--- config.mk ---
export PLATFORM = sky130hd
export DESIGN_NAME = bsd_top
export DESIGN_NICKNAME = d
export VERILOG_FILES = /design/src/bsd_pkg.sv /design/src/bsd_top.sv
export VERILOG_INCLUDE_DIRS = /design/src /design/src/src
export SDC_FILE = /design/constraint.sdc
export NUM_CORES = 1
export LEC_CHECK = 0
export BUFFER_PORTS_ARGS = -buffer_cell sky130_fd_sc_hd__clkbuf_2
export CORE_MARGIN = 8
export CORE_UTILIZATION = 61
export DETAILED_ROUTE_END_ITERATION = 16
export PLACE_DENSITY_LB_ADDON = 0.05
export SETUP_SLACK_MARGIN = 0.05
export SYNTH_ARGS = -nofsm -noshare
export SYNTH_HDL_FRONTEND = slang
export SYNTH_SLANG_ARGS = --single-unit
--- constraint.sdc ---
create_clock -name aclk -period 3.9 [get_ports aclk]
set_input_delay 0.78 -clock aclk [delete_from_list [all_inputs] [get_ports aclk]]
set_output_delay 0.78 -clock aclk [all_outputs]
set_load 0.01 [all_outputs]
--- src/bsd_map.svh ---
// Register offsets, field positions, reset values and mode codes
`ifndef BSD_MAP_SVH
`define BSD_MAP_SVH
`define BSD_OFF_CTRL      8'h00
`define BSD_OFF_SWEN      8'h04
`define BSD_OFF_POL       8'h08
`define BSD_OFF_MEAS      8'h0C
`define BSD_OFF_DIAG      8'h10
`define BSD_OFF_THR       8'h14
`define BSD_OFF_STAT      8'h18
`define BSD_CTRL_MODE_LSB 0
`define BSD_CTRL_ALT_BIT  3
`define BSD_CTRL_OVS_LSB  4
`define BSD_CTRL_GO_BIT   7
`define BSD_CTRL_TOP1_LSB 8
`define BSD_CTRL_TOP2_LSB 12
`define BSD_MEAS_AUX_LSB  16
`define BSD_THR_HI_LSB    16
`define BSD_STAT_SUM_BIT  16
`define BSD_STAT_BUSY_BIT 17
`define BSD_STAT_DONE_BIT 18
`define BSD_RST_CTRL      32'h0000_EE00
`define BSD_RST_THR       32'h3FFF_0000
`define BSD_MODE_SHORT    3'h4
`define BSD_MODE_OPEN     3'h5
`define BSD_MODE_ODD      3'h6
`define BSD_MODE_EVEN     3'h7
`define BSD_PAT_ODD       14'h1555
`define BSD_PAT_EVEN      14'h2AAA
`define BSD_NUM_CELLS     14
`define BSD_RESP_OKAY     2'h0
`define BSD_RESP_SLVERR   2'h2
`endif

--- src/bsd_pkg.sv ---
// Types shared by the switch diagnostic sequencer
package bsd_pkg;
    typedef enum {BSD_IDLE, BSD_RUN} bsd_state_e;
    typedef logic [13:0] bsd_chan_t;
    // Acquisition settings handed to the measurement engine
    typedef struct packed {
        logic [15:0] cell_measure_enables;
        logic [5:0]  aux_measure_enables;
        bsd_chan_t   balance_switch_enable;
        logic [15:0] diagnostic_selectors;
        logic        alternate_path_select;
        logic [2:0]  oversample_rate;
        logic        bipolar_mode;
    } bsd_acq_cfg_s;
    // One channel result from the measurement engine
    typedef struct packed {
        logic        valid;
        logic [3:0]  channel;
        logic [13:0] data;
    } bsd_result_s;
endpackage : bsd_pkg

--- src/bsd_top.sv ---
// Switch-open and sense-wire-open scan sequencer with AXI4-Lite registers
`timescale 1ns/1ps
`default_nettype none
`include "bsd_map.svh"

module bsd_top
    import bsd_pkg::*;
(
    input  wire logic         aclk,
    input  wire logic         aresetn,
    input  wire logic [7:0]   s_awaddr,
    input  wire logic         s_awvalid,
    output logic              s_awready,
    input  wire logic [31:0]  s_wdata,
    input  wire logic [3:0]   s_wstrb,
    input  wire logic         s_wvalid,
    output logic              s_wready,
    output logic [1:0]        s_bresp,
    output logic              s_bvalid,
    input  wire logic         s_bready,
    input  wire logic [7:0]   s_araddr,
    input  wire logic         s_arvalid,
    output logic              s_arready,
    output logic [31:0]       s_rdata,
    output logic [1:0]        s_rresp,
    output logic              s_rvalid,
    input  wire logic         s_rready,
    output bsd_acq_cfg_s      acq_cfg,
    output logic              scan_start,
    input  wire bsd_result_s  meas_result,
    input  wire logic         scan_done
);

    // Byte-lane merge of a write into a stored word
    function automatic logic [31:0] merge(input logic [31:0] old, input logic [31:0] nw,
                                          input logic [3:0] strb);
        logic [31:0] r;
        r = old;
        for (int b = 0; b < 4; b++) begin
            if (strb[b]) begin
                r[b*8 +: 8] = nw[b*8 +: 8];
            end
        end
        return r;
    endfunction : merge

    // Positions at or below a top cell setting (bit i is cell i+1)
    function automatic bsd_chan_t below_top(input logic [3:0] top);
        bsd_chan_t m;
        for (int i = 0; i < `BSD_NUM_CELLS; i++) begin
            m[i] = (5'(i) < {1'b0, top});
        end
        return m;
    endfunction : below_top

    logic [31:0]  ctrl_q, swen_q, pol_q, meas_q, diag_q, thr_q;
    bsd_chan_t    flags_q, pend_q;
    logic         sum_q, done_q;
    bsd_state_e   state_q;
    logic [2:0]   mode_q;
    logic [7:0]   awaddr_q;
    logic [31:0]  wdata_q;
    logic [3:0]   wstrb_q;
    logic         aw_full_q, w_full_q, wr_en, start_req;
    logic         run, m_open, m_wire, m_bal, cmp_on, top_eq;
    bsd_chan_t    tmask, forced_pat, res_flags;
    bsd_acq_cfg_s user_cfg, acq_d, acq_q;
    logic [13:0]  thr_lo, thr_hi;

    assign wr_en     = aw_full_q && w_full_q && !s_bvalid;
    assign run       = (state_q == BSD_RUN);
    assign m_open    = (mode_q == `BSD_MODE_OPEN);
    assign m_wire    = (mode_q == `BSD_MODE_ODD) || (mode_q == `BSD_MODE_EVEN);
    assign m_bal     = mode_q[2];
    assign cmp_on    = run && (m_open || m_wire);
    assign thr_lo    = thr_q[13:0];
    assign thr_hi    = thr_q[`BSD_THR_HI_LSB +: 14];
    // Start only on a host write of the go bit while idle
    assign start_req = wr_en && (awaddr_q == `BSD_OFF_CTRL) && wstrb_q[0]
                       && wdata_q[`BSD_CTRL_GO_BIT] && !run;
    // Differing top settings leave every flag visible
    assign top_eq    = ctrl_q[`BSD_CTRL_TOP1_LSB +: 4] == ctrl_q[`BSD_CTRL_TOP2_LSB +: 4];
    assign tmask     = top_eq ? below_top(ctrl_q[`BSD_CTRL_TOP1_LSB +: 4]) : '1;
    assign res_flags = pend_q & tmask;

    // Write address and data are caught independently, in either order
    always_ff @(posedge aclk) begin
        if (!aresetn) begin
            s_awready <= 1'b0;
            s_wready  <= 1'b0;
            aw_full_q <= 1'b0;
            w_full_q  <= 1'b0;
            awaddr_q  <= 8'h00;
            wdata_q   <= 32'h0000_0000;
            wstrb_q   <= 4'h0;
        end else begin
            s_awready <= s_awvalid && !s_awready && !aw_full_q && !s_bvalid;
            s_wready  <= s_wvalid && !s_wready && !w_full_q && !s_bvalid;
            if (s_awvalid && s_awready) begin
                aw_full_q <= 1'b1;
                awaddr_q  <= s_awaddr;
            end else if (wr_en) begin
                aw_full_q <= 1'b0;
            end
            if (s_wvalid && s_wready) begin
                w_full_q <= 1'b1;
                wdata_q  <= s_wdata;
                wstrb_q  <= s_wstrb;
            end else if (wr_en) begin
                w_full_q <= 1'b0;
            end
        end
    end

    // Write response; unmapped addresses answer with a slave error
    always_ff @(posedge aclk) begin
        if (!aresetn) begin
            s_bvalid <= 1'b0;
            s_bresp  <= `BSD_RESP_OKAY;
        end else if (wr_en) begin
            s_bvalid <= 1'b1;
            s_bresp  <= (awaddr_q > `BSD_OFF_STAT || awaddr_q[1:0] != 2'h0)
                        ? `BSD_RESP_SLVERR : `BSD_RESP_OKAY;
        end else if (s_bready) begin
            s_bvalid <= 1'b0;
        end
    end

    // User configuration registers; the go bit is not stored
    always_ff @(posedge aclk) begin
        if (!aresetn) begin
            ctrl_q <= `BSD_RST_CTRL;
            swen_q <= 32'h0000_0000;
            pol_q  <= 32'h0000_0000;
            meas_q <= 32'h0000_0000;
            diag_q <= 32'h0000_0000;
            thr_q  <= `BSD_RST_THR;
        end else if (wr_en) begin
            unique case (awaddr_q)
                `BSD_OFF_CTRL: ctrl_q <= merge(ctrl_q, wdata_q, wstrb_q) & 32'h0000_FF7F;
                `BSD_OFF_SWEN: swen_q <= merge(swen_q, wdata_q, wstrb_q) & 32'h0000_3FFF;
                `BSD_OFF_POL:  pol_q  <= merge(pol_q, wdata_q, wstrb_q) & 32'h0000_3FFF;
                `BSD_OFF_MEAS: meas_q <= merge(meas_q, wdata_q, wstrb_q) & 32'h003F_FFFF;
                `BSD_OFF_DIAG: diag_q <= merge(diag_q, wdata_q, wstrb_q) & 32'h0000_FFFF;
                `BSD_OFF_THR:  thr_q  <= merge(thr_q, wdata_q, wstrb_q) & 32'h3FFF_3FFF;
                default: ;
            endcase
        end
    end

    // Scan sequencer: latches the mode at the request, ends on engine done
    always_ff @(posedge aclk) begin
        if (!aresetn) begin
            state_q    <= BSD_IDLE;
            mode_q     <= 3'h0;
            scan_start <= 1'b0;
        end else begin
            scan_start <= start_req;
            unique case (state_q)
                BSD_IDLE: if (start_req) begin
                    state_q <= BSD_RUN;
                    mode_q  <= ctrl_q[`BSD_CTRL_MODE_LSB +: 3];
                end
                BSD_RUN: if (scan_done) begin
                    state_q <= BSD_IDLE;
                end
            endcase
        end
    end

    // Forced pattern keeps only unipolar positions at or below top
    always_comb begin
        forced_pat = (mode_q == `BSD_MODE_ODD) ? `BSD_PAT_ODD : `BSD_PAT_EVEN;
        forced_pat = forced_pat & ~pol_q[13:0]
                     & below_top(ctrl_q[`BSD_CTRL_TOP1_LSB +: 4]);
    end

    // Effective acquisition settings: user values unless a scan overrides
    always_comb begin
        user_cfg.cell_measure_enables  = meas_q[15:0];
        user_cfg.aux_measure_enables   = meas_q[`BSD_MEAS_AUX_LSB +: 6];
        user_cfg.balance_switch_enable = swen_q[13:0];
        user_cfg.diagnostic_selectors  = diag_q[15:0];
        user_cfg.alternate_path_select = ctrl_q[`BSD_CTRL_ALT_BIT];
        user_cfg.oversample_rate       = ctrl_q[`BSD_CTRL_OVS_LSB +: 3];
        user_cfg.bipolar_mode          = 1'b0;
        acq_d = user_cfg;
        if (cmp_on) begin
            acq_d.cell_measure_enables[15:14] = 2'h0;
            acq_d.aux_measure_enables         = 6'h00;
            acq_d.diagnostic_selectors        = 16'h0000;
            acq_d.alternate_path_select       = 1'b1;
            acq_d.oversample_rate             = 3'h0;
            acq_d.bipolar_mode                = 1'b1;
            if (m_wire) begin
                acq_d.balance_switch_enable       = forced_pat;
                acq_d.cell_measure_enables[13:0]  = forced_pat & ~pol_q[13:0];
            end else begin
                // Manual balancing need not be running; enables pick targets
                acq_d.cell_measure_enables[13:0]  = swen_q[13:0] & ~pol_q[13:0];
            end
        end
    end

    // Registered so the engine sees glitch-free settings
    always_ff @(posedge aclk) begin
        if (!aresetn) begin
            acq_q <= '0;
        end else begin
            acq_q <= acq_d;
        end
    end
    assign acq_cfg = acq_q;

    // Per-channel threshold compare, accumulated over the scan
    always_ff @(posedge aclk) begin
        if (!aresetn) begin
            pend_q <= '0;
        end else if (start_req) begin
            pend_q <= '0;
        end else if (cmp_on && meas_result.valid && meas_result.channel < 4'hE) begin
            if (meas_result.data > thr_hi || meas_result.data < thr_lo) begin
                pend_q[meas_result.channel] <= 1'b1;
            end
        end
    end

    // Fault flags: in modes 4 to 7 cleared at request and loaded at end, the end winning over a summary clear
    always_ff @(posedge aclk) begin
        if (!aresetn) begin
            flags_q <= '0;
            sum_q   <= 1'b0;
            done_q  <= 1'b0;
        end else begin
            if (start_req && ctrl_q[`BSD_CTRL_MODE_LSB + 2]) begin
                flags_q <= '0;
            end
            if (wr_en && awaddr_q == `BSD_OFF_STAT && wstrb_q[2]) begin
                if (!wdata_q[`BSD_STAT_SUM_BIT]) begin
                    sum_q <= 1'b0;
                end
                if (wdata_q[`BSD_STAT_DONE_BIT]) begin
                    done_q <= 1'b0;
                end
            end
            if (run && scan_done) begin
                done_q <= 1'b1;
                if (m_bal) begin
                    flags_q <= res_flags;
                    sum_q   <= |res_flags;
                end
            end
        end
    end

    // Read channel: one read at a time, answer registered
    always_ff @(posedge aclk) begin
        if (!aresetn) begin
            s_arready <= 1'b0;
            s_rvalid  <= 1'b0;
            s_rdata   <= 32'h0000_0000;
            s_rresp   <= `BSD_RESP_OKAY;
        end else begin
            s_arready <= s_arvalid && !s_arready && !s_rvalid;
            if (s_arvalid && s_arready) begin
                s_rvalid <= 1'b1;
                s_rresp  <= `BSD_RESP_OKAY;
                unique case (s_araddr)
                    `BSD_OFF_CTRL: s_rdata <= ctrl_q;
                    `BSD_OFF_SWEN: s_rdata <= swen_q;
                    `BSD_OFF_POL:  s_rdata <= pol_q;
                    `BSD_OFF_MEAS: s_rdata <= meas_q;
                    `BSD_OFF_DIAG: s_rdata <= diag_q;
                    `BSD_OFF_THR:  s_rdata <= thr_q;
                    `BSD_OFF_STAT: s_rdata <= {13'h0000, done_q, run, sum_q, 2'h0, flags_q};
                    default: begin
                        s_rdata <= 32'h0000_0000;
                        s_rresp <= `BSD_RESP_SLVERR;
                    end
                endcase
            end else if (s_rready) begin
                s_rvalid <= 1'b0;
            end
        end
    end
endmodule : bsd_top
`default_nettype wire

==> qor.txt <==
status = complete, no violations
CTS tree = yes
final design utilization = 72.0%
Hold WC Path Type = reg2reg
prevailing post-synth register cell = dfxtp_1
DRC viols = 0
Post-CTS Setup Inserts = 0
flop-to-flop setup slack = 1.11 ns
Synth cell types = 66
Syn Inst Count = 1428
sequential-to-total area share from yosys stat = 47.0%
worst vdd ir = 0.349 mV
port buffer count = 171
Final nets = 1657
initial cell density of the core = 61.9%
CP startpoint = mode_q[1]$_SDFFE_PN0P_
Detail Route met3 WL = 3740 um
Hold-fix buffers, CTS = 0
setup tns final = 0 ns
Static Leak = 5.97 nW
worst-margin pin slew = 1.03 ns
Post-Syn Area = 0.0120 mm^2
total power = 0.00614 W
H-tree levels = 1
Worst setup EP type = flop
vias in the first global route = 10500
met2 WL = 16500 um
EDFF count, synth = 0
Total Wirelength = 37000 um
CP max FO = 19
startpoint types = flop
clk_lat worst skew = 0.54 ns
Area growth syn-to-layout = 16.3%
FF-to-FF Start = mode_q[1]$_SDFFE_PN0P_
Crit path depth = 6
Max Clock Skew = 0.0173 ns
FMAX = 359 MHz
Iteration-0 DRC Markers = 1039
Final min period = 2.79 ns
Setup Crit Path Kind = reg2reg
Final Max Tran Viols = 0
CORE AREA = 0.0194 mm^2
Avg Cell Area, Syn = 8.40 um^2
Worst-path clk slew = 0.06 ns
DR vias = 11100
clk sinks = 282
die footprint = 0.0244 mm^2
CTS root buffer = clkbuf_16
Critical Path RT = 4.34 ns
final hold violation count = 0
cts bufs inserted = 28
GR Overflow Total = 0
most common cell after layout, fill and taps aside = dfxtp_1
#FFs+latches synth = 282
remaining antenna violation count = 0
die width = 156 um
Die Ht = 156 um
Placed Instance Area = 0.0129 mm^2
Reg area = 0.00565 mm^2
DRT Pass-1 Iters = 6
fill cell count = 1595
worst-path cell chain = o211a_1, nand3_1, a2111o_1, a21oi_1, nor2_1, o41ai_1
DR WL/cell = 20.2 um
Row Count = 51
Ys Warns = 0
critical path arrival = 3.23 ns
CP endpoint = pend_q[6]$_SDFFE_PP0P_
most frequent cells in the layout = 282 x dfxtp_1, 258 x nand2_1, 171 x clkbuf_2
initial antenna violation count = 0
gr usage total = 29.9%
post-route cell area = 0.0140 mm^2
slack of the critical path = 1.11 ns
Rel. slew slack = 31.2%
Antenna diodes = 0
r2r endpoint = pend_q[6]$_SDFFE_PP0P_
met1 wire length = 15400 um
RSZ-0062 raised after global routing = false
Multi-input gate area = 0.00578 mm^2
# setup viols final = 0
post-place setup slack = 0.840 ns
MaxCap Viol Count = 0
PD cells = 439 mW/mm^2
post-CTS sizing = 0
CP max stage delay = 0.73 ns
highest metal used = met4
first-pass GRT wire length = 58000 um
fraction of layout instances using a drive strength above 1 = 17.2%
Async SR Flop Fraction = 0%
pin count of the biggest net entering global routing = 83
CP max-delay cell = dfxtp_1
worst r2r path cells = 6
Ports = 178
post-DP HPWL = 26800 um
fin crit share = 71.5%
crit-path leading delay family = compound AO/OA/AOI/OAI gates
Worst Path Buf+Inv = 0
RePlAce Congestion = 0.945
Vias per Instance = 6.02
maximum buffer depth of the clock tree = 3
[synthesized netlist by cell type (all sizes together), types with 6 or more instances]
library cell / instances / area, um^2
dfxtp: 282 / 5650
nand2: 261 / 992
a21oi: 147 / 736
nor2: 111 / 417
nand3: 109 / 581
clkbuf: 71 / 267
mux2i: 57 / 571
o21ai: 55 / 275
inv: 38 / 143
and3: 32 / 200
buf: 31 / 173
ha: 27 / 338
a22oi: 20 / 150
nor3: 15 / 75.1
nand2b: 13 / 81.3
a211oi: 12 / 90.1
a32oi: 12 / 105
and2: 12 / 75.1
o41ai: 10 / 87.6
nor2b: 9 / 56.3
o31ai: 9 / 67.6
o211ai: 8 / 65.1
a22o: 7 / 61.3
mux2: 7 / 78.8
nor4: 7 / 71.3
o221ai: 6 / 52.6
[metrics by stage]
| stage | std cells | hold slack [ns] |
|---|---|---|
| finish | 1837 | 0.456 |
| CTS | 1837 | 0.448 |
| floorplan | 1431 | 0.416 |
| detailed placement | 1786 | 0.444 |
| global placement | 1786 | 0.437 |
| global route | 1837 | 0.469 |
[routing by layer]
layer | global-route usage (%) | vias up
li1 | - | 5219
met5 | 0 | -
met4 | 10.2 | 0
met3 | 6.18 | 102
met1 | 39.8 | 5141
met2 | 47.6 | 593
[sequential cells by signal, indices dropped and copies added, names as in the netlist, 8 cells and up]
name and cells:
acq_cfg 57, s_rdata 30, wdata_q 30, thr_q 28, meas_q 22, diag_q 16
ctrl_q 15, flags_q 14, pend_q 14, pol_q 14, swen_q 14, awaddr_q 8
[where the power goes]
| part | internal, W | switching (W) | total [W] |
|---|---|---|---|
| combinational | 0.0000854 | 0.000165 | 0.000250 |
| clock | 0.00181 | 0.00115 | 0.00296 |
| sequential | 0.00290 | 0.0000307 | 0.00293 |
| total | 0.00479 | 0.00135 | 0.00614 |
[worst min path at each step]
stage,start,to,slack (ns),depth (start not counted)
detailed placement,aw_full_q$_SDFFE_PN0P_,s_awready$_SDFF_PN0_,0.44,1
global route,s_wdata[25],wdata_q[25]$_SDFFE_PN0P_,0.47,3
CTS,s_wstrb[3],wstrb_q[3]$_SDFFE_PN0P_,0.45,3
floorplan,aw_full_q$_SDFFE_PN0P_,s_awready$_SDFF_PN0_,0.42,1
global placement,aw_full_q$_SDFFE_PN0P_,s_awready$_SDFF_PN0_,0.44,1
finish,aw_full_q$_SDFFE_PN0P_,s_awready$_SDFF_PN0_,0.46,1
[cell families (layout without fill, tap and decap cells)]
kind of cell               Yosys count  in the layout  synth area share (%)
AOI/OAI and AO/OA                  313            313                  15.9
xor gates and xnor gates             4              4                 0.292
adders and majority gates           27             27                  2.81
buffers and inverters              141            282                  4.88
DFF                                282            282                  47.0
muxes                               69             69                  6.35
other                                1              4                0.0312
and+or+nand+nor                    591            591                  22.7
[worst reg2reg max path: cells and delay by family, from the launching register on]
kind | cells | cell delay (ns)
and+or+nand+nor | 2 | 0.46
AOI/OAI and AO/OA | 4 | 1.50
DFF | 1 | 0.73
[final cells by class]
cell class / instances / area share (%)
inverter: 39 / 1.07
timing repair buffer: 192 / 7.35
clock buffer: 37 / 5.84
tap: 265 / 2.37
sequential: 282 / 40.4
clock inverter: 14 / 1.53
multi-input combinational: 1008 / 41.4
Note: power is estimated with default switching activity, not from simulation.
